$ cat config.mk
export PLATFORM = sky130hd
export DESIGN_NAME = scps_regs
export DESIGN_NICKNAME = d
export VERILOG_FILES = /design/src/verilog/scps_pkg.sv /design/src/verilog/scps_evt_flag.sv /design/src/verilog/scps_lane_seq.sv /design/src/verilog/scps_regs.sv
export VERILOG_INCLUDE_DIRS = /design/src /design/src/verilog
export SDC_FILE = /design/constraint.sdc
export NUM_CORES = 1
export LEC_CHECK = 0
export BUFFER_PORTS_ARGS = -buffer_cell sky130_fd_sc_hd__buf_2
export CAP_MARGIN = 20
export CORE_MARGIN = 8
export CORE_UTILIZATION = 40
export CTS_BUF_LIST = sky130_fd_sc_hd__clkbuf_16
export DETAILED_ROUTE_END_ITERATION = 6
export PLACE_DENSITY = 0.72
export SYNTH_ARGS = -nofsm -noshare
export SYNTH_HDL_FRONTEND = slang
export SYNTH_SLANG_ARGS = --single-unit
$ cat constraint.sdc
create_clock -name aclk -period 1.9 [get_ports aclk]
set_input_delay 0.095 -clock aclk [delete_from_list [all_inputs] [get_ports aclk]]
set_output_delay 0.095 -clock aclk [all_outputs]
set_load 0.02 [all_outputs]
$ cat src/verilog/scps_params.svh
`ifndef SCPS_PARAMS_SVH
`define SCPS_PARAMS_SVH

// register indices; byte address is four times the index
`define SCPS_IDX_BMC 6'h06
`define SCPS_IDX_DATA 6'h08
`define SCPS_IDX_PRS 6'h0c
`define SCPS_IDX_PRIP 6'h0d
`define SCPS_IDX_PRIE 6'h0e

// block master control fields
`define SCPS_BMC_MRST 0
`define SCPS_BMC_GIE 1

// protocol status fields
`define SCPS_PRS_TSC 0
`define SCPS_PRS_TSM 1
`define SCPS_PRS_GPH 2
`define SCPS_PRS_ACTIVITY_FLAG 3
`define SCPS_PRS_PWR 4
`define SCPS_PRS_SMB 5

// protocol event pending fields
`define SCPS_EV_CV 0
`define SCPS_EV_LINE_CONTENTION_EVENT 1
`define SCPS_EV_EOM 2
`define SCPS_EV_NULL 3
`define SCPS_EV_CWT 4
`define SCPS_EV_TMO 5
`define SCPS_EV_TSW 6
`define SCPS_EV_DCNT 7

// reset values
`define SCPS_PRS_RESET 8'h00
`define SCPS_PRIP_RESET 8'h00
`define SCPS_PRIE_RESET 8'h00

// bus answers and data window size
`define SCPS_RESP_OKAY 2'h0
`define SCPS_RESP_SLVERR 2'h2
`define SCPS_WIN_BYTES 3'h4

`endif

$ cat src/verilog/scps_pkg.sv
`default_nettype none

package scps_pkg;

   typedef enum logic [2:0] {
      SCPS_IDLE,
      SCPS_WR_PUSH,
      SCPS_WR_RESP,
      SCPS_RD_POP,
      SCPS_RD_RESP
   } scps_state_t;

   typedef logic [7:0] scps_byte_t;

   typedef struct packed {
      scps_state_t st;
      logic last_wr;
      logic [7:0] waddr;
      logic have_aw;
      logic [31:0] wdata;
      logic [3:0] wstrb;
      logic have_w;
      logic [7:0] raddr;
      logic have_ar;
      logic awready;
      logic wready;
      logic arready;
      logic bvalid;
      logic [1:0] bresp;
      logic rvalid;
      logic [1:0] rresp;
      logic [31:0] rdata;
      logic [2:0] rx_left;
      logic rx_ready;
      logic global_interrupt_enable;
      logic mrst;
      scps_byte_t enable;
      logic activity;
      logic conv;
      logic conv_cap;
      logic irq;
   } scps_regs_t;

endpackage : scps_pkg

`default_nettype wire

$ cat src/verilog/scps_evt_flag.sv
`timescale 1ns/1ps
`default_nettype none

module scps_evt_flag #(
   parameter int WIDTH = 8
) (
   input wire logic aclk, // system clock
   input wire logic aresetn, // sync reset, active low
   input wire logic [WIDTH-1:0] set, // hardware events
   input wire logic [WIDTH-1:0] clr, // software clear
   output logic [WIDTH-1:0] q // sticky flags
);
   typedef struct packed {
      logic [WIDTH-1:0] flag;
   } scps_flag_t;

   scps_flag_t q_r;
   scps_flag_t q_nxt;

   // set beats clear so an event in the clearing cycle survives
   always_comb begin
      q_nxt = q_r;
      q_nxt.flag = set | (q_r.flag & ~clr);
   end

   always_ff @(posedge aclk) begin
      if (!aresetn) begin
         q_r <= '0;
      end else begin
         q_r <= q_nxt;
      end
   end

   assign q = q_r.flag;
endmodule : scps_evt_flag

`default_nettype wire

$ cat src/verilog/scps_lane_seq.sv
`timescale 1ns/1ps
`default_nettype none

module scps_lane_seq #(
   parameter int BYTES = 4
) (
   input wire logic aclk, // system clock
   input wire logic aresetn, // sync reset, active low
   input wire logic load, // start a word
   input wire logic [8*BYTES-1:0] load_word, // word to send
   input wire logic [BYTES-1:0] load_mask, // lanes present
   output logic out_valid, // byte offered
   output logic [7:0] out_data, // byte value
   input wire logic out_ready, // byte taken
   output logic busy // lanes remain
);
   typedef struct packed {
      logic [8*BYTES-1:0] word;
      logic [BYTES-1:0] mask;
   } scps_lane_t;

   scps_lane_t q_r;
   scps_lane_t q_nxt;

   // lowest lane leaves first; absent lanes are skipped one per cycle
   always_comb begin
      q_nxt = q_r;
      if (load && q_r.mask == '0) begin
         q_nxt.word = load_word;
         q_nxt.mask = load_mask;
      end else if (q_r.mask != '0 && (!q_r.mask[0] || out_ready)) begin
         q_nxt.word = q_r.word >> 8;
         q_nxt.mask = q_r.mask >> 1;
      end
   end

   always_ff @(posedge aclk) begin
      if (!aresetn) begin
         q_r <= '0;
      end else begin
         q_r <= q_nxt;
      end
   end

   assign out_valid = q_r.mask[0];
   assign out_data = q_r.word[7:0];
   assign busy = |q_r.mask;
endmodule : scps_lane_seq

`default_nettype wire

$ cat src/verilog/scps_regs.sv
// Functional notes
// - data window routes every access to FIFO
// - multi-byte access equals byte accesses, LSB first
// - status bits 7:6 and 4 read zero
// - bit 5 shows transfer in progress
// - activity set on receive, cleared by zero write
// - activity needs only receive enable
// - bit 2 shows guard reload phase
// - bit 1 shows direct or inverse convention
// - bit 0 set when convention auto-captured
// - ATR mode write clears both convention flags
// - pending 7 on down counter event
// - pending 6 on TS wait guard expiry
// - pending 5 on timeout timer expiry
// - pending 4 on character wait timeout
// - pending 3 on NULL procedure byte
// - pending 2 on end of message
// - pending 1 on line contention
// - pending 0 never requests an interrupt
// - code violation sources set pending 0
// - reading pending clears all, withdraws requests
// - pending requests gated by enable bits
// - global enable zero blocks all requests
//
// The AXI4-Lite interface to the registers was chosen for this implementation.
`timescale 1ns/1ps
`default_nettype none
`include "scps_params.svh"

module scps_regs (
   input wire logic aclk, // system clock, 125 MHz
   input wire logic aresetn, // sync reset, active low
   input wire logic [7:0] s_axi_awaddr, // write address
   input wire logic s_axi_awvalid, // write address valid
   output logic s_axi_awready, // write address ready
   input wire logic [31:0] s_axi_wdata, // write data
   input wire logic [3:0] s_axi_wstrb, // write byte lanes
   input wire logic s_axi_wvalid, // write data valid
   output logic s_axi_wready, // write data ready
   output logic [1:0] s_axi_bresp, // write response
   output logic s_axi_bvalid, // write response valid
   input wire logic s_axi_bready, // write response ready
   input wire logic [7:0] s_axi_araddr, // read address
   input wire logic s_axi_arvalid, // read address valid
   output logic s_axi_arready, // read address ready
   output logic [31:0] s_axi_rdata, // read data
   output logic [1:0] s_axi_rresp, // read response
   output logic s_axi_rvalid, // read data valid
   input wire logic s_axi_rready, // read data ready
   output logic tx_byte_valid, // byte to transmit FIFO
   output scps_pkg::scps_byte_t tx_byte_data, // byte value
   input wire logic tx_byte_ready, // transmit FIFO takes byte
   input wire logic rx_byte_valid, // receive FIFO has byte
   input wire scps_pkg::scps_byte_t rx_byte_data, // received byte
   output logic rx_byte_ready, // pop receive FIFO
   input wire logic sm_busy, // protocol engine transfer busy
   input wire logic receive_enable_control, // receiver enabled
   input wire logic char_received, // pulse: character received
   input wire logic guard_phase, // 1: next reload from block guard time
   input wire logic atr_mode, // ATR mode active
   input wire logic atr_mode_set, // pulse: one written to ATR mode
   input wire logic ts_captured, // pulse: TS decoded
   input wire logic ts_inverse, // convention of captured TS
   input wire logic guard_expire, // pulse: guard timer expired
   input wire logic ts_waiting, // still waiting for TS
   input wire logic down_counter_event, // pulse: down counter interrupt
   input wire logic timeout_timer_event, // pulse: WWT/BWT/WTX timeout
   input wire logic char_wait_timer_event, // pulse: CWT or TS timeout
   input wire logic null_byte, // pulse: NULL procedure byte
   input wire logic end_of_message_event, // pulse: filter end of message
   input wire logic eom_error, // end of message was early or bad
   input wire logic line_contention_event, // pulse: I/O contention
   input wire logic bad_ts, // pulse: invalid TS in ATR
   input wire logic t0_filter_enable, // T=0 filter machine on
   input wire logic bad_proc_byte, // pulse: unknown procedure byte
   input wire logic early_first_status_byte, // pulse: early status byte
   output logic card_irq, // interrupt request, active high
   output logic block_reset // block master reset pulse
);
   import scps_pkg::*;

   scps_regs_t q_r;
   scps_regs_t q_nxt;

   logic blk_rst_n;
   logic lane_load;
   logic lane_busy;
   logic act_clr;
   logic [7:0] pend_set;
   logic [7:0] pend_clr;
   logic [7:0] pend_q;
   logic [7:0] status;
   logic [5:0] widx;
   logic [5:0] ridx;
   logic cv_set;

   // both resets clear status and pending state
   assign blk_rst_n = aresetn & ~q_r.mrst;

   assign widx = q_r.waddr[7:2];
   assign ridx = q_r.raddr[7:2];

   always_comb begin
      status = `SCPS_PRS_RESET;
      status[`SCPS_PRS_SMB] = sm_busy;
      status[`SCPS_PRS_ACTIVITY_FLAG] = q_r.activity;
      status[`SCPS_PRS_GPH] = guard_phase;
      status[`SCPS_PRS_TSM] = q_r.conv;
      status[`SCPS_PRS_TSC] = q_r.conv_cap;
   end

   // code violation also rides along with a failed end of message
   assign cv_set = bad_ts | (t0_filter_enable & (bad_proc_byte | early_first_status_byte))
      | (end_of_message_event & eom_error);

   always_comb begin
      pend_set = `SCPS_PRIP_RESET;
      pend_set[`SCPS_EV_DCNT] = down_counter_event;
      pend_set[`SCPS_EV_TSW] = guard_expire & atr_mode & ~guard_phase & ts_waiting;
      pend_set[`SCPS_EV_TMO] = timeout_timer_event;
      pend_set[`SCPS_EV_CWT] = char_wait_timer_event;
      pend_set[`SCPS_EV_NULL] = null_byte;
      pend_set[`SCPS_EV_EOM] = end_of_message_event;
      pend_set[`SCPS_EV_LINE_CONTENTION_EVENT] = line_contention_event;
      pend_set[`SCPS_EV_CV] = cv_set;
   end

   always_comb begin
      q_nxt = q_r;
      q_nxt.mrst = 1'b0;
      lane_load = 1'b0;
      act_clr = 1'b0;
      pend_clr = 8'h00;

      if (q_r.awready && s_axi_awvalid) begin
         q_nxt.waddr = s_axi_awaddr;
         q_nxt.have_aw = 1'b1;
      end
      if (q_r.wready && s_axi_wvalid) begin
         q_nxt.wdata = s_axi_wdata;
         q_nxt.wstrb = s_axi_wstrb;
         q_nxt.have_w = 1'b1;
      end
      if (q_r.arready && s_axi_arvalid) begin
         q_nxt.raddr = s_axi_araddr;
         q_nxt.have_ar = 1'b1;
      end

      case (q_r.st)
         SCPS_IDLE: begin
            // alternate priority so neither direction starves
            if (q_r.have_aw && q_r.have_w && (!q_r.have_ar || !q_r.last_wr)) begin
               q_nxt.last_wr = 1'b1;
               q_nxt.have_aw = 1'b0;
               q_nxt.have_w = 1'b0;
               q_nxt.bresp = `SCPS_RESP_OKAY;
               if (widx == `SCPS_IDX_DATA) begin
                  lane_load = 1'b1;
                  q_nxt.st = SCPS_WR_PUSH;
               end else begin
                  q_nxt.bvalid = 1'b1;
                  q_nxt.st = SCPS_WR_RESP;
                  if (widx == `SCPS_IDX_BMC) begin
                     if (q_r.wstrb[0]) begin
                        q_nxt.global_interrupt_enable = q_r.wdata[`SCPS_BMC_GIE];
                        q_nxt.mrst = q_r.wdata[`SCPS_BMC_MRST];
                     end
                  end else if (widx == `SCPS_IDX_PRS) begin
                     // only a zero to activity acts
                     act_clr = q_r.wstrb[0] & ~q_r.wdata[`SCPS_PRS_ACTIVITY_FLAG];
                  end else if (widx == `SCPS_IDX_PRIE) begin
                     if (q_r.wstrb[0]) begin
                        q_nxt.enable = q_r.wdata[7:0];
                     end
                  end else if (widx == `SCPS_IDX_PRIP) begin
                     q_nxt.bresp = `SCPS_RESP_OKAY;
                  end else begin
                     q_nxt.bresp = `SCPS_RESP_SLVERR;
                  end
               end
            end else if (q_r.have_ar) begin
               q_nxt.last_wr = 1'b0;
               q_nxt.have_ar = 1'b0;
               q_nxt.rresp = `SCPS_RESP_OKAY;
               q_nxt.rdata = 32'h0000_0000;
               if (ridx == `SCPS_IDX_DATA) begin
                  // a word read pops four bytes
                  q_nxt.rx_left = `SCPS_WIN_BYTES;
                  q_nxt.rx_ready = 1'b1;
                  q_nxt.st = SCPS_RD_POP;
               end else begin
                  q_nxt.rvalid = 1'b1;
                  q_nxt.st = SCPS_RD_RESP;
                  if (ridx == `SCPS_IDX_BMC) begin
                     q_nxt.rdata[`SCPS_BMC_GIE] = q_r.global_interrupt_enable;
                     q_nxt.rdata[`SCPS_BMC_MRST] = q_r.mrst;
                  end else if (ridx == `SCPS_IDX_PRS) begin
                     q_nxt.rdata[7:0] = status;
                  end else if (ridx == `SCPS_IDX_PRIP) begin
                     q_nxt.rdata[7:0] = pend_q;
                     pend_clr = 8'hff;
                  end else if (ridx == `SCPS_IDX_PRIE) begin
                     q_nxt.rdata[7:0] = q_r.enable;
                  end else begin
                     q_nxt.rresp = `SCPS_RESP_SLVERR;
                  end
               end
            end
         end
         SCPS_WR_PUSH: begin
            // answer only after every byte has entered the FIFO
            if (!lane_busy) begin
               q_nxt.bvalid = 1'b1;
               q_nxt.st = SCPS_WR_RESP;
            end
         end
         SCPS_WR_RESP: begin
            if (s_axi_bready) begin
               q_nxt.bvalid = 1'b0;
               q_nxt.st = SCPS_IDLE;
            end
         end
         SCPS_RD_POP: begin
            // stalls while the receive FIFO is empty
            if (rx_byte_valid) begin
               q_nxt.rdata = {rx_byte_data, q_r.rdata[31:8]};
               q_nxt.rx_left = q_r.rx_left - 3'h1;
               if (q_r.rx_left == 3'h1) begin
                  q_nxt.rx_ready = 1'b0;
                  q_nxt.rvalid = 1'b1;
                  q_nxt.st = SCPS_RD_RESP;
               end
            end
         end
         SCPS_RD_RESP: begin
            if (s_axi_rready) begin
               q_nxt.rvalid = 1'b0;
               q_nxt.st = SCPS_IDLE;
            end
         end
         default: begin
            q_nxt.st = SCPS_IDLE;
         end
      endcase

      q_nxt.awready = ~q_nxt.have_aw;
      q_nxt.wready = ~q_nxt.have_w;
      q_nxt.arready = ~q_nxt.have_ar;

      // receive-only qualification; fifo receive enable does not matter
      q_nxt.activity = (char_received & receive_enable_control)
         | (q_r.activity & ~act_clr);

      // capture wins over the ATR restart in the same cycle
      if (ts_captured) begin
         q_nxt.conv = ts_inverse;
         q_nxt.conv_cap = 1'b1;
      end else if (atr_mode_set) begin
         q_nxt.conv = 1'b0;
         q_nxt.conv_cap = 1'b0;
      end

      if (q_r.mrst) begin
         q_nxt.activity = 1'b0;
         q_nxt.conv = 1'b0;
         q_nxt.conv_cap = 1'b0;
      end

      // code violation bit is masked off: status only
      q_nxt.irq = q_r.global_interrupt_enable & (|(pend_q[7:1] & q_r.enable[7:1]))
         & ~pend_clr[0];
   end

   always_ff @(posedge aclk) begin
      if (!aresetn) begin
         q_r <= '0;
      end else begin
         q_r <= q_nxt;
      end
   end

   scps_evt_flag #(
      .WIDTH(8)
   ) u_pending (
      .aclk(aclk),
      .aresetn(blk_rst_n),
      .set(pend_set),
      .clr(pend_clr),
      .q(pend_q)
   );

   scps_lane_seq #(
      .BYTES(4)
   ) u_tx_lanes (
      .aclk(aclk),
      .aresetn(blk_rst_n),
      .load(lane_load),
      .load_word(q_r.wdata),
      .load_mask(q_r.wstrb),
      .out_valid(tx_byte_valid),
      .out_data(tx_byte_data),
      .out_ready(tx_byte_ready),
      .busy(lane_busy)
   );

   assign s_axi_awready = q_r.awready;
   assign s_axi_wready = q_r.wready;
   assign s_axi_arready = q_r.arready;
   assign s_axi_bvalid = q_r.bvalid;
   assign s_axi_bresp = q_r.bresp;
   assign s_axi_rvalid = q_r.rvalid;
   assign s_axi_rresp = q_r.rresp;
   assign s_axi_rdata = q_r.rdata;
   assign rx_byte_ready = q_r.rx_ready;
   assign card_irq = q_r.irq;
   assign block_reset = q_r.mrst;
endmodule : scps_regs

`default_nettype wire

-- Word-level counts from Yosys, hierarchy flattened
Cells that the tools add are included.
- add/subtract/negate cells: 1
- mux-type cells: 69
- equal/unequal tests: 27
- reduce and logical (&&, ||, !) cells: 36
- bitwise operators: 34
- operators by type and width (cell ; number):
    36-bit 2-to-1 mux ; 3
    8-bit 2-to-1 mux ; 11
    39-bit 2-to-1 mux ; 2
    36-bit case mux with 2 select lines ; 1
    6-bit by 4-bit equality test with 1-bit output, second input constant ; 8
    3-bit 2-to-1 mux ; 9
    1-bit 2-to-1 mux ; 24
    2-bit 2-to-1 mux ; 12
    2-bit != test, second input constant ; 11
    1-bit inverter ; 15
    3-bit case mux with 5 select lines ; 1
    5-bit AND reduction ; 3
    7-bit AND reduction ; 2
    6-bit by 3-bit equality test with 1-bit output, second input constant ; 2
    4-bit 2-to-1 mux ; 3
    6-bit AND reduction ; 2
    1-bit bitwise AND ; 11
    8-bit bitwise AND ; 1
    8-bit inverter ; 1
    8-bit bitwise OR ; 1
    2-bit nonzero test ; 4
    7-bit bitwise AND ; 1
    1-bit logical AND ; 7
    7-bit OR reduction ; 1
    20 further kinds ; 31
- word-level logic and storage cells: 196
- input port bits: 90
- register bits: 162
- output and inout bits: 53

-- Logic depth before layout (Yosys ltp)
Gate-level depths: netlist of run 1.
- word-level depth: 11
- gate-level depth with buffers: 7
- gate-level depth less buffers: 7

-- Cells and area by module
A second synthesis of run 1 with hierarchy kept.
- cells, all modules: 831
- area total of the unflattened synthesis: 6892.9 um2
- modules (own cells, without submodules) (module ; area an instance (um2) ; times used ; cells each ; sequential area each (um2)):
    scps_regs ; 4842.1 ; 1 ; 598 ; 2242.2
    scps_lane_seq ; 1712.9 ; 1 ; 208 ; 720.7
    scps_evt_flag ; 337.8 ; 1 ; 25 ; 160.2

-- Least setup slack after synthesis of run 1
Ideal clock, no wire load.
- path type: reg2reg
- start: reg u_tx_lanes.q_r, in the netlist u_tx_lanes.out_valid
- end: reg q_r[115] (netlist bit)
- cell stages (with the launch flop): 6
- library setup time: 0.070 ns
- buffers on the path: 0
- arrival: 1.653 ns
- clock period less this slack: 1.724 ns
- data required time: 1.830 ns
- slack: 0.176 ns
- cells stage by stage: dfxtp_1 > or4_1 > a32oi_1 > o311ai_1 > a21o_1 > a21oi_1
- word-level cells in the longest chain between the ends: 3
- RTL lines (item ; RTL line ; text):
    start: declaration ; scps_lane_seq.sv:22 ; scps_lane_t q_r;
    start signal: assignment ; scps_lane_seq.sv:41 ; q_r <= q_nxt;
    4-bit OR reduction ; scps_lane_seq.sv:47 ; assign busy = |q_r.mask;
    2-bit != test (no source line) ; n/a ;
    6-bit AND reduction (no source line) ; n/a ;
    end signal: assignment ; scps_regs.sv:278 ; q_r <= q_nxt;
    end: declaration ; scps_regs.sv:82 ; scps_regs_t q_r;
No other way between the ends.
A chain may end at the register's enable or synchronous reset.

-- Worst setup path after layout of run 1
Same ends and word-level chain as after synthesis.

==> parameters.txt, run 1 <==
Parameter                              Value

Status
  Status ... finished clean

Pwr
  Worst-case vdd ir drop ... 0.000694 V
  Proportion of total power due to net switching ... 25.0%
  Internal cell power ... 5.84 mW
  Relative contribution of sequential cells to total power ... 44.8%
  Power density cells ... 900 mW/mm^2
  Clock share of power ... 45.0%
  Cell leakage power ... 3.41 nW
  Power spent charging and discharging nets ... 1.94 mW
  Combinational share of power ... 10.3%

Cells and area
  Commonest cells after routing, fill and taps aside ... 167 x sky130_fd_sc_hd__nand2_1, 156 x sky130_fd_sc_hd__dfxtp_1, 136 x sky130_fd_sc_hd__buf_2
  Synthesis-to-layout area growth ... 30.9%
  Fill cell count ... 1555
  Number of nets in the finished design ... 1075
  Fraction of layout cells with a size suffix above 1 ... 21.2%
  Core utilization of the finished layout ... 52.9%
  Post-layout instance count excluding filler cells ... 1216
  Number of antenna diodes ... 0
  Most common cell after layout, fill and taps aside ... sky130_fd_sc_hd__nand2_1

Critical path
  Critical path endpoint category ... flip-flop
  Critical path's largest stage delay ... 0.58 ns
  Setup Crit Path Kind ... reg2reg
  Worst path cell trace ... or4_4, a32oi_1, o311ai_1, a21o_1, a21oi_1
  Startpoint of the lowest-slack register-to-register path ... u_tx_lanes.out_valid
  Number of cells traversed by the worst register-to-register path ... 5
  Flop-to-flop setup slack ... 0.09 ns
  Critical R2R Capture ... q_r[115]
  CP bufs+invs ... 0
  Biggest fanout along the worst timing path ... 5
  CP Data Required Time ... 2.26 ns
  Family of cells with the greatest summed delay on the critical path ... compound AO/OA/AOI/OAI gates
  Critical path's slowest cell ... sky130_fd_sc_hd__or4_4
  First element of the critical path ... u_tx_lanes.out_valid
  Type of origin of the critical path ... flip-flop
  Data arrival time of the critical path ... 2.17 ns

Worst hold path
  Hold path endpoint ... q_r[109]
  Startpoint of the most critical hold path ... s_axi_awvalid
  Hold-critical path depth ... 3
  Tightest Hold Check Type ... in2reg

Run
  Maximum capacitance violations ... 0

STA
  Final count of pins violating max slew ... 0
  Worst clock skew ... 0.00758 ns
  Number of endpoints with negative hold slack in the final report ... 0
  Upper clock frequency limit ... 0.553 GHz
  Setup repair after global routing missed its margin ... no
  Time the final worst path needs with I/O delays and setup ... 1.81 ns
  Max-slew headroom at the worst pin ... 58.6%
  Slew @ Worst Pin ... 0.620 ns
  Setup violators final ... 0
  Final Hold Slack ... 0.0193 ns
  Period utilisation layout ... 95.1%

Floorplanning
  Number of I/O pins ... 143
  Area of the die ... 0.0209 mm^2
  Area of the placeable core ... 0.0163 mm^2
  Effective utilization at floorplan ... 40.4%
  Die Height ... 145 um
  Die X-Extent ... 145 um
  Row count ... 47

GRT
  Pin count of the biggest net entering global routing ... 44
  Total gr overflow ... 0
  Global routing usage summed across all routing layers ... 17.6%
  Number of global-route vias before repair ... 5933
  Wire length of the first global-routing pass ... 29.1 mm
  Initial antenna violation count ... 1

Yosys
  Warnings, synthesis ... 0
  Largest area contributor in the synthesized netlist ... sky130_fd_sc_hd__dfxtp_1
  Post-synth ARST share ... 0%
  Fraction of synthesized cell area taken by the top area cell type ... 47.3%
  Mean Syn Cell Area ... 8.05 um^2
  Fraction of the yosys area taken by sequential cells ... 47.3%
  Post-Syn Area ... 0.00661 mm^2
  Number of cells produced by synthesis ... 821
  EDFF count, synth ... 0
  Leading post-synthesis cells by cell area ... sky130_fd_sc_hd__dfxtp_1 47%, sky130_fd_sc_hd__nand2_1 9.5%, sky130_fd_sc_hd__a21oi_1 9.2%
  Synthesis-stage register bit count ... 156
  Dominant register cell in the synthesized netlist ... sky130_fd_sc_hd__dfxtp_1
  Distinct cell type count after synthesis ... 55

Route
  1st-iter DRT viols ... 314
  Total number of vias ... 6137
  Final routed wirelength across all metal layers ... 18.0 mm
  Detailed Routing Iterations Pass 1 ... 5
  Post-detailed-route wirelength per cell ... 14.8 um
  Number of remaining DRC errors ... 0
  Residual antenna-violating net count after detailed routing ... 0
  Routed via count divided by cell count ... 5.05

Placed design
  Half-perimeter wire length after detailed placement ... 12.5 mm
  Placed cell count ... 1108
  Total of buffers placed on input and output ports ... 136
  GP Congestion ... 0.848

CTS
  Number of buffers between clock root and the deepest sink ... 2
  Clock latency on the worst-skew pair ... 0.43 ns
  Num Clock Sinks ... 156
  Clock Pin Slew Worst Setup and Hold Paths ... 0.06 ns
  Clock buffers created by TritonCTS ... 17
  Maximum level of the CTS H-tree ... 4
  CTS tree ... yes
  Cell at the root of the clock tree ... sky130_fd_sc_hd__clkbuf_16
-- what timing repair did --
item	in CTS	in global routing
pin swaps	0	1
gates resized for setup	1	5
cloned	0	0
hold buffers	75	0
endpoints found under the hold margin	68	0
endpoints found under the setup margin	12	43
buffers inserted	0	1
-- cells by family after synthesis --
family          count (synthesis)  share of synthesized area [%]
flops                         156                           47.3
fa+ha+maj                       2                          0.379
xor+xnor                        1                          0.133
simple gates                  319                           21.6
compound gates                223                           19.8
buf+inv                       108                           9.13
mux                            11                           1.67
other cells                     1                         0.0567
-- routing by layer --
layer | global-route usage (%) | vias to the layer above | routed length, um
met4 | 4.82 | 2 | 150
met5 | 0 | - | 8
met2 | 30.3 | 159 | 8840
met1 | 21.0 | 2835 | 7810
li1 | - | 3128 | -
met3 | 4.82 | 13 | 1220
-- synth_stat cells (2+ instances only) --
master and number:
sky130_fd_sc_hd__a211o_1 2, sky130_fd_sc_hd__a211oi_1 9, sky130_fd_sc_hd__a21boi_0 2, sky130_fd_sc_hd__a21oi_1 121, sky130_fd_sc_hd__a221oi_1 4, sky130_fd_sc_hd__a22oi_1 21, sky130_fd_sc_hd__a31oi_1 11, sky130_fd_sc_hd__a32oi_1 2
sky130_fd_sc_hd__and2_1 3, sky130_fd_sc_hd__and3_1 3, sky130_fd_sc_hd__buf_1 13, sky130_fd_sc_hd__buf_2 8, sky130_fd_sc_hd__buf_4 46, sky130_fd_sc_hd__buf_6 2, sky130_fd_sc_hd__clkbuf_1 29, sky130_fd_sc_hd__dfxtp_1 156
sky130_fd_sc_hd__ha_1 2, sky130_fd_sc_hd__inv_1 10, sky130_fd_sc_hd__mux2i_1 11, sky130_fd_sc_hd__nand2_1 168, sky130_fd_sc_hd__nand2b_1 4, sky130_fd_sc_hd__nand3_1 63, sky130_fd_sc_hd__nand3b_1 3, sky130_fd_sc_hd__nand4b_1 2
sky130_fd_sc_hd__nor2_1 49, sky130_fd_sc_hd__nor2b_1 4, sky130_fd_sc_hd__nor3_1 3, sky130_fd_sc_hd__nor4bb_1 2, sky130_fd_sc_hd__o211a_1 5, sky130_fd_sc_hd__o211ai_1 2, sky130_fd_sc_hd__o21a_1 2, sky130_fd_sc_hd__o21ai_0 33
sky130_fd_sc_hd__o22ai_1 2, sky130_fd_sc_hd__or2_2 2, sky130_fd_sc_hd__or4_1 2
-- worst max-delay path by stage --
| stage | to | slack (ns) | cells after the start |
|---|---|---|---|
| 3_3_place_gp | s_axi_rdata[28] | 0.03 | 5 |
| 4_1_cts | u_pending.q[3] | 0.04 | 5 |
| 6_report | q_r[115] | 0.09 | 5 |
| 3_5_place_dp | s_axi_rdata[24] | -0.02 | 5 |
| 5_1_grt | s_axi_rdata[0] | 0.004 | 6 |
| 2_1_floorplan | q_r[115] | 0.18 | 5 |
-- through the flow --
stage	total power, mW	instance area (um^2)	worst slack, ns	setup TNS [ns]
after global placement	4.21	7250	0.0271	0
after floorplan	3.98	6610	0.176	0
after detailed placement	4.22	7250	-0.0173	-0.0550
after global routing	8.09	8650	0.00365	0
after CTS	7.83	8620	0.0372	0
final	7.78	8650	0.0925	0
-- tightest hold or removal path, cell delays in order --
cell and delay (ns):
sky130_fd_sc_hd__buf_2 0.16, sky130_fd_sc_hd__nand3_1 0.09, sky130_fd_sc_hd__a21oi_1 0.05
-- sequential cells by signal, indices dropped and copies added, names as in the netlist --
signal / count
rx_byte_ready: 1
s_axi_bresp: 1
s_axi_wready: 1
u_tx_lanes.out_data: 8
s_axi_awready: 1
card_irq: 1
s_axi_bvalid: 1
u_pending.q: 8
s_axi_rvalid: 1
s_axi_arready: 1
s_axi_rresp: 1
u_tx_lanes.out_valid: 1
u_tx_lanes.q_r: 27
q_r: 70
block_reset: 1
s_axi_rdata: 32
-- area by class of cell --
type | instances | area (um^2) | area share, %
clock buffers | 17 | 425 | 4.92
inverters | 10 | 37.5 | 0.434
flip-flops and latches | 156 | 3120 | 36.1
multi-input cells | 558 | 2920 | 33.7
repair buffers | 240 | 1690 | 19.5
clock inverters | 15 | 186 | 2.16
well taps | 220 | 275 | 3.18
-- power by group through the flow --
stage               clock [mW]  combinational, mW  sequential (mW)
detailed placement           0              0.671             3.55
CTS                       3.55              0.797             3.48
global placement             0              0.663             3.55
floorplan                    0              0.441             3.54
finish                    3.50              0.800             3.48
global route              3.70              0.887             3.50
(Power assumes the default switching activity.)
==> run 2: changes to the inputs <==
--- a/config.mk
+++ b/config.mk
@@ -6,13 +6,14 @@
 export SDC_FILE = /design/constraint.sdc
 export NUM_CORES = 1
 export LEC_CHECK = 0
-export BUFFER_PORTS_ARGS = -buffer_cell sky130_fd_sc_hd__buf_2
+export ABC_AREA = 1
 export CAP_MARGIN = 20
 export CORE_MARGIN = 8
 export CORE_UTILIZATION = 40
 export CTS_BUF_LIST = sky130_fd_sc_hd__clkbuf_16
 export DETAILED_ROUTE_END_ITERATION = 6
-export PLACE_DENSITY = 0.72
+export DONT_BUFFER_PORTS = 1
+export PLACE_DENSITY = 0.64
 export SYNTH_ARGS = -nofsm -noshare
 export SYNTH_HDL_FRONTEND = slang
 export SYNTH_SLANG_ARGS = --single-unit
==> run 2 against run 1 <==
Hold slack improved by 0.0014 ns. Die area increased by 7.0%. Non-clock buffer count down 139. Area after synthesis increased by 7.8%. Clock skew is 0.0021 ns higher. Global-route usage is 0.76 points lower. Final area is 2.0% lower. Synthesized cell count rose by 21%. Core utilization is 5.1 points lower. Critical path depth fell by 1. Highest routed layer is now met4.
==> parameters.txt, run 2 <==
Parameter                              Value

Critical path
  Flop-to-flop setup slack ... 0.17 ns (was 0.09 ns)
  CP Data Required Time ... 2.21 ns (was 2.26 ns)
  Worst path cell trace ... nand2_1, o21ai_0, nor2_1, dlygate4sd3_1 (was or4_4, a32oi_1, o311ai_1, a21o_1, a21oi_1)
  Data arrival time of the critical path ... 2.05 ns (was 2.17 ns)
  Type of origin of the critical path ... flip-flop (unchanged)
  Critical path's slowest cell ... sky130_fd_sc_hd__dlygate4sd3_1 (was sky130_fd_sc_hd__or4_4)
  Critical path endpoint category ... flip-flop (unchanged)
  Setup Crit Path Kind ... reg2reg (unchanged)
  Biggest fanout along the worst timing path ... 12 (was 5)
  Critical path's largest stage delay ... 0.55 ns (was 0.58 ns)

Placed design
  Half-perimeter wire length after detailed placement ... 13.2 mm (was 12.5 mm)
  GP Congestion ... 0.871 (was 0.848)
  Dpl cell area ... 0.00703 mm^2 (was 0.00725 mm^2)
  Total of buffers placed on input and output ports ... 0 (was 136)

Pwr
  Combinational share of power ... 12.5% (was 10.3%)
  Internal cell power ... 6.21 mW (was 5.84 mW)
  Cell leakage power ... 3.47 nW (was 3.41 nW)
  Proportion of total power due to net switching ... 26.8% (was 25.0%)
  Power density cells ... 1000 mW/mm^2 (was 900 mW/mm^2)
  Relative contribution of sequential cells to total power ... 43.7% (was 44.8%)
  Clock share of power ... 43.8% (was 45.0%)
  Worst-case vdd ir drop ... 0.000649 V (was 0.000694 V)
  Power spent charging and discharging nets ... 2.27 mW (was 1.94 mW)

Yosys
  Fraction of the yosys area taken by sequential cells ... 43.8% (was 47.3%)
  Synthesis-stage register bit count ... 156 (unchanged)
  Post-Syn Area ... 0.00713 mm^2 (was 0.00661 mm^2)
  Mean Syn Cell Area ... 7.19 um^2 (was 8.05 um^2)
  EDFF count, synth ... 0 (unchanged)
  Fraction of synthesized cell area taken by the top area cell type ... 43.8% (was 47.3%)
  Leading post-synthesis cells by cell area ... sky130_fd_sc_hd__dfxtp_1 44%, sky130_fd_sc_hd__nand2_1 11%, sky130_fd_sc_hd__a21oi_1 7.7% (was sky130_fd_sc_hd__dfxtp_1 47%, sky130_fd_sc_hd__nand2_1 9.5%, sky130_fd_sc_hd__a21oi_1 9.2%)
  Most common cell in the synthesized netlist ... sky130_fd_sc_hd__nand2_1 (unchanged)
  Post-synth ARST share ... 0% (unchanged)
  Dominant register cell in the synthesized netlist ... sky130_fd_sc_hd__dfxtp_1 (unchanged)
  Warnings, synthesis ... 0 (unchanged)
  Number of cells produced by synthesis ... 991 (was 821)
  Distinct cell type count after synthesis ... 35 (was 55)
  Largest area contributor in the synthesized netlist ... sky130_fd_sc_hd__dfxtp_1 (unchanged)
  List of most frequent post-synthesis cells ... 204 x sky130_fd_sc_hd__nand2_1, 156 x sky130_fd_sc_hd__dfxtp_1, 137 x sky130_fd_sc_hd__nor2_1 (was 168 x sky130_fd_sc_hd__nand2_1, 156 x sky130_fd_sc_hd__dfxtp_1, 121 x sky130_fd_sc_hd__a21oi_1)

STA
  Setup repair after global routing missed its margin ... no (unchanged)
  Worst clock skew ... 0.00964 ns (was 0.00758 ns)
  Final count of pins violating max slew ... 0 (unchanged)
  Number of endpoints with negative hold slack in the final report ... 0 (unchanged)
  Max-slew headroom at the worst pin ... 39.7% (was 58.6%)
  Upper clock frequency limit ... 0.576 GHz (was 0.553 GHz)
  Total negative slack ... 0 ns (unchanged)
  Setup violators final ... 0 (unchanged)
  Time the final worst path needs with I/O delays and setup ... 1.73 ns (was 1.81 ns)
  Period utilisation layout ... 91.3% (was 95.1%)
  Slew @ Worst Pin ... 0.905 ns (was 0.620 ns)

GRT
  Total gr overflow ... 0 (unchanged)
  Wire length of the first global-routing pass ... 30.0 mm (was 29.1 mm)
  Pin count of the biggest net entering global routing ... 71 (was 44)
  Number of global-route vias before repair ... 5875 (was 5933)
  Global routing usage summed across all routing layers ... 16.8% (was 17.6%)
  Initial antenna violation count ... 0 (was 1)

CTS
  Buffers inserted during post-CTS setup optimization ... 0 (unchanged)
  Number of buffers between clock root and the deepest sink ... 2 (unchanged)
  Cell at the root of the clock tree ... sky130_fd_sc_hd__clkbuf_16 (unchanged)
  Clock Pin Slew Worst Setup and Hold Paths ... 0.06 ns (about the same)
  Maximum level of the CTS H-tree ... 4 (unchanged)
  Num Clock Sinks ... 156 (unchanged)
  Clock buffers created by TritonCTS ... 17 (unchanged)
  Clock latency on the worst-skew pair ... 0.43 ns (about the same)
  CTS tree ... yes (unchanged)

Worst hold path
  Tightest Hold Check Type ... in2reg (unchanged)

Cells and area
  Number of nets in the finished design ... 1110 (was 1075)
  Fill cell count ... 1737 (was 1555)
  Fraction of layout cells with a size suffix above 1 ... 9.31% (was 21.2%)
  Number of antenna diodes ... 0 (unchanged)
  Max reg flops ... 70 (unchanged)
  Most common cell after layout, fill and taps aside ... sky130_fd_sc_hd__nand2_1 (unchanged)
  Top reg by flops ... q_r (unchanged)
  Cell area after layout ... 0.00848 mm^2 (was 0.00865 mm^2)
  Synthesis-to-layout area growth ... 19.0% (was 30.9%)
  Commonest cells after routing, fill and taps aside ... 204 x sky130_fd_sc_hd__nand2_1, 156 x sky130_fd_sc_hd__dfxtp_1, 137 x sky130_fd_sc_hd__nor2_1 (was 167 x sky130_fd_sc_hd__nand2_1, 156 x sky130_fd_sc_hd__dfxtp_1, 136 x sky130_fd_sc_hd__buf_2)
  Core utilization of the finished layout ... 47.9% (was 52.9%)

Route
  Detailed Routing Iterations Pass 1 ... 5 (unchanged)
  1st-iter DRT viols ... 453 (was 314)
  Total number of vias ... 6246 (was 6137)
  Routed via count divided by cell count ... 4.96 (was 5.05)
  Residual antenna-violating net count after detailed routing ... 0 (unchanged)
  Post-detailed-route wirelength per cell ... 15.0 um (was 14.8 um)
  Final routed wirelength across all metal layers ... 18.9 mm (was 18.0 mm)
  Number of remaining DRC errors ... 0 (unchanged)

Floorplanning
  Number of I/O pins ... 143 (unchanged)
  Die X-Extent ... 149 um (was 145 um)
  Effective utilization at floorplan ... 40.2% (was 40.4%)
  Die Height ... 149 um (was 145 um)
  Area of the die ... 0.0223 mm^2 (was 0.0209 mm^2)
  Row count ... 49 (was 47)
  Area of the placeable core ... 0.0177 mm^2 (was 0.0163 mm^2)

Run
  Maximum capacitance violations ... 0 (unchanged)

Status
  Status ... finished clean (unchanged)
## run 2: changes by cell type after synthesis, sizes merged, moves of 12 or more
cell	delta
nor2	+94
nand2	+43
o21ai	+55
nand3	+29
nand4	+12
inv	+54
a22oi	-21
a31oi	-12
## run 2: worst paths after layout
path | from | cells past startpoint | endpoint
worst min register to register | q_r[83] | 2 | q_r[83]
worst max-delay path | s_axi_awready | 4 | q_r[112]
worst min-delay path | aresetn | 3 | q_r[66]
worst max register to register | s_axi_awready | 4 | q_r[112]
## run 2: cell type report
| class | count | area (um^2) | share of cell area [%] |
|---|---|---|---|
| timing repair buffer | 101 | 998 | 11.8 |
| tap | 229 | 287 | 3.38 |
| sequential | 156 | 3120 | 36.8 |
| clock inverter | 15 | 221 | 2.61 |
| inverter | 65 | 246 | 2.91 |
| clock buffer | 17 | 425 | 5.02 |
| multi-input combinational | 677 | 3180 | 37.5 |
## run 2: kinds of logic after synthesis
logic type      synth area share, %
xor+xnor                      0.123
buf+inv                        11.6
flops                          43.8
simple gates                   29.4
fa+ha+maj                     0.351
compound gates                 14.6
other cells                  0.0526
## run 2: routing by layer
layer / wire length [um] / part of all wire (%) / GRT usage (%) / vias to the layer above
met3: 1430 / 7.6 / 5.65 / 23
met2: 8290 / 44 / 25.6 / 149
met4: 325 / 1.7 / 6.26 / 0
met5: 0 / 0 / 0 / -
met1: 8860 / 47 / 21.6 / 2839
li1: - / - / - / 3235
## run 2: power by group through the flow
stage               logic, mW  registers (mW)  clock network, mW
CTS                      1.06            3.71               3.78
global placement        0.890            3.78                  0
detailed placement      0.896            3.78                  0
global route             1.19            3.73               3.92
finish                   1.06            3.70               3.71
floorplan               0.879            3.65                  0
## run 2: critical path: cells and delay by family, from the launching register on
kind | cells | cell delay [ns]
buf+inv | 1 | 0.55
flops | 1 | 0.48
simple gates | 2 | 0.36
compound gates | 1 | 0.23
## run 2: through the flow
step	worst slack, ns	power [mW]	hold WS, ns	std cells
floorplan	0.387	4.53	0.212	992
CTS	0.151	8.55	0.0195	1260
detailed placement	0.216	4.67	0.221	1150
finish	0.165	8.48	0.0207	1260
global placement	0.255	4.67	0.214	1150
global route	0.0316	8.84	0.0406	1260
## run 2: repair_timing
item | 4_1_cts | 5_1_grt
hold buffers | 78 | 0
gates resized for setup | 0 | 1
endpoints found under the hold margin | 108 | 0
setup endpoints to repair | 0 | 8
==> run 3: changes to the inputs <==
--- a/config.mk
+++ b/config.mk
@@ -9,11 +9,11 @@
 export ABC_AREA = 1
 export CAP_MARGIN = 20
 export CORE_MARGIN = 8
-export CORE_UTILIZATION = 40
+export CORE_UTILIZATION = 23
 export CTS_BUF_LIST = sky130_fd_sc_hd__clkbuf_16
 export DETAILED_ROUTE_END_ITERATION = 6
 export DONT_BUFFER_PORTS = 1
-export PLACE_DENSITY = 0.64
+export PLACE_DENSITY = 0.46
 export SYNTH_ARGS = -nofsm -noshare
 export SYNTH_HDL_FRONTEND = slang
 export SYNTH_SLANG_ARGS = --single-unit
==> run 3 against run 2 <==
Setup slack improved by 0.0082 ns. Hold slack got worse by 0.011 ns. Final area increased by 1.8%.
==> parameters.txt, run 3 (synthesized netlist as in run 2, its figures left out) <==
Parameter                              Value

Pwr
  Power spent charging and discharging nets ... 2.51 mW (was 2.27 mW)
  Clock share of power ... 41.0% (was 43.8%)
  Combinational share of power ... 13.5% (was 12.5%)
  Proportion of total power due to net switching ... 30.8% (was 26.8%)
  PnR Total Power ... 8.14 mW (was 8.48 mW)
  Worst-case vdd ir drop ... 0.000623 V (was 0.000649 V)
  Relative contribution of sequential cells to total power ... 45.5% (was 43.7%)
  Internal cell power ... 5.64 mW (was 6.21 mW)
  Cell leakage power ... 3.44 nW (was 3.47 nW)
  Power density cells ... 943 mW/mm^2 (was 1000 mW/mm^2)

Cells and area
  Max reg flops ... 70 (unchanged)
  Fill cell count ... 3360 (was 1737)
  Synthesis-to-layout area growth ... 21.2% (was 19.0%)
  Post-layout instance count excluding filler cells ... 1432 (was 1260)
  Number of nets in the finished design ... 1113 (was 1110)
  Most common cell after layout, fill and taps aside ... sky130_fd_sc_hd__nand2_1 (unchanged)
  Fraction of layout cells with a size suffix above 1 ... 9.86% (was 9.31%)
  Commonest cells after routing, fill and taps aside ... 203 x sky130_fd_sc_hd__nand2_1, 156 x sky130_fd_sc_hd__dfxtp_1, 137 x sky130_fd_sc_hd__nor2_1 (was 204 x sky130_fd_sc_hd__nand2_1, 156 x sky130_fd_sc_hd__dfxtp_1, 137 x sky130_fd_sc_hd__nor2_1)
  Top reg by flops ... q_r (unchanged)

CTS
  Maximum level of the CTS H-tree ... 4 (unchanged)
  Number of buffers between clock root and the deepest sink ... 2 (unchanged)
  Clock buffers created by TritonCTS ... 17 (unchanged)
  CTS tree ... yes (unchanged)
  Num Clock Sinks ... 156 (unchanged)
  Clock latency on the worst-skew pair ... 0.42 ns (was 0.43 ns)
  Clock Pin Slew Worst Setup and Hold Paths ... 0.07 ns (was 0.06 ns)
  Buffers inserted during post-CTS setup optimization ... 0 (unchanged)
  Cell at the root of the clock tree ... sky130_fd_sc_hd__clkbuf_16 (unchanged)

Route
  1st-iter DRT viols ... 340 (was 453)
  Post-detailed-route wirelength per cell ... 14.9 um (was 15.0 um)
  Number of remaining DRC errors ... 0 (unchanged)
  Final routed wirelength across all metal layers ... 21.3 mm (was 18.9 mm)
  Detailed Routing Iterations Pass 1 ... 5 (unchanged)
  Total number of vias ... 6228 (was 6246)
  Routed via count divided by cell count ... 4.35 (was 4.96)
  Residual antenna-violating net count after detailed routing ... 0 (unchanged)

Placed design
  GP Congestion ... 0.853 (was 0.871)
  Placed cell count ... 1320 (was 1150)
  Total of buffers placed on input and output ports ... 0 (unchanged)
  Half-perimeter wire length after detailed placement ... 15.9 mm (was 13.2 mm)

STA
  Slew @ Worst Pin ... 0.879 ns (was 0.905 ns)
  Setup violators final ... 0 (unchanged)
  Total negative slack ... 0 ns (unchanged)
  Number of endpoints with negative hold slack in the final report ... 0 (unchanged)
  Max-slew headroom at the worst pin ... 41.2% (was 39.7%)
  Upper clock frequency limit ... 0.579 GHz (was 0.576 GHz)
  Period utilisation layout ... 90.9% (was 91.3%)
  Final count of pins violating max slew ... 0 (unchanged)
  Setup repair after global routing missed its margin ... no (unchanged)
  Worst clock skew ... 0.0118 ns (was 0.00964 ns)
  Time the final worst path needs with I/O delays and setup ... 1.73 ns (about the same)

GRT
  Global routing usage summed across all routing layers ... 11.5% (was 16.8%)
  Initial antenna violation count ... 4 (was 0)
  Number of global-route vias before repair ... 6047 (was 5875)
  Pin count of the biggest net entering global routing ... 71 (unchanged)
  Total gr overflow ... 0 (unchanged)
  Wire length of the first global-routing pass ... 33.2 mm (was 30.0 mm)

Floorplanning
  Die X-Extent ... 192 um (was 149 um)
  Row count ... 64 (was 49)
  Die Height ... 192 um (was 149 um)
  Effective utilization at floorplan ... 23.3% (was 40.2%)
  Number of I/O pins ... 143 (unchanged)
  Area of the placeable core ... 0.0306 mm^2 (was 0.0177 mm^2)
  Area of the die ... 0.0369 mm^2 (was 0.0223 mm^2)

Critical path
  Type of origin of the critical path ... flip-flop (unchanged)
  Data arrival time of the critical path ... 2.08 ns (was 2.05 ns)
  Setup Crit Path Kind ... reg2reg (unchanged)
  Biggest fanout along the worst timing path ... 10 (was 12)
  Critical path endpoint category ... flip-flop (unchanged)
  Number of cells traversed by the worst register-to-register path ... 8 (was 4)
  CP Data Required Time ... 2.25 ns (was 2.21 ns)

Worst hold path
  Tightest Hold Check Type ... in2reg (unchanged)
  Hold-critical path depth ... 2 (was 3)

Status
  Status ... finished clean (unchanged)

Run
  Maximum capacitance violations ... 0 (unchanged)
## run 3: worst paths after layout
kind	startpoint	end	slack (ns)
worst min register to register	q_r[84]	q_r[84]	0.45
worst max register to register	q_r[117]	s_axi_rdata[5]	0.17
worst min-delay path	s_axi_wdata[2]	q_r[75]	0.009
worst max-delay path	q_r[117]	s_axi_rdata[5]	0.17
## run 3: per-stage QoR
| step | area [um^2] | utilization (%) | hold WS (ns) | worst slack (ns) |
|---|---|---|---|---|
| after floorplan | 7130 | - | 0.212 | 0.387 |
| after global placement | 7260 | 23.7 | 0.215 | 0.194 |
| after detailed placement | 7260 | 23.7 | 0.220 | 0.194 |
| after CTS | 8620 | 28.2 | 0.00820 | 0.155 |
| after global routing | 8630 | 28.2 | 0.0109 | 0.00146 |
| final | 8640 | 28.2 | 0.00944 | 0.173 |
## run 3: power groups by stage
stage | logic (mW) | clock network (mW) | registers (mW)
after CTS | 1.11 | 3.45 | 3.72
after global placement | 0.940 | 0 | 3.79
after floorplan | 0.879 | 0 | 3.65
final | 1.10 | 3.34 | 3.71
after detailed placement | 0.942 | 0 | 3.79
after global routing | 1.25 | 3.60 | 3.73
## run 3: area by class of cell
type	instances	area (um^2)	area share, %
inverters	65	246	2.85
repair buffers	104	1020	11.8
multi-input cells	677	3180	36.8
flip-flops and latches	156	3120	36.2
diodes	2	5.00	0.0580
clock inverters	15	141	1.64
clock buffers	17	425	4.93
well taps	396	495	5.74
## run 3: repair_timing
item	4_1_cts	5_1_grt
setup endpoints to repair	0	1
hold buffers	77	1
resized for setup	0	1
hold endpoints to repair	108	5
## run 3: layer usage
layer	part of all wire (%)	vias up	track usage, %
met5	0.075	-	0
li1	-	3246	-
met1	48	2844	15.1
met2	45	121	18.4
met4	0.91	4	2.91
met3	5.4	13	3.07
## run 3: worst max-delay path, stage by stage (launching register included)
cell                      delay, ns
sky130_fd_sc_hd__dfxtp_1       0.58
sky130_fd_sc_hd__inv_4         0.11
sky130_fd_sc_hd__nand3_4       0.16
sky130_fd_sc_hd__nand3_2       0.13
sky130_fd_sc_hd__inv_2         0.07
sky130_fd_sc_hd__nand2_1       0.07
sky130_fd_sc_hd__nor2_1        0.23
sky130_fd_sc_hd__nand2_1       0.16
sky130_fd_sc_hd__a21oi_1       0.14
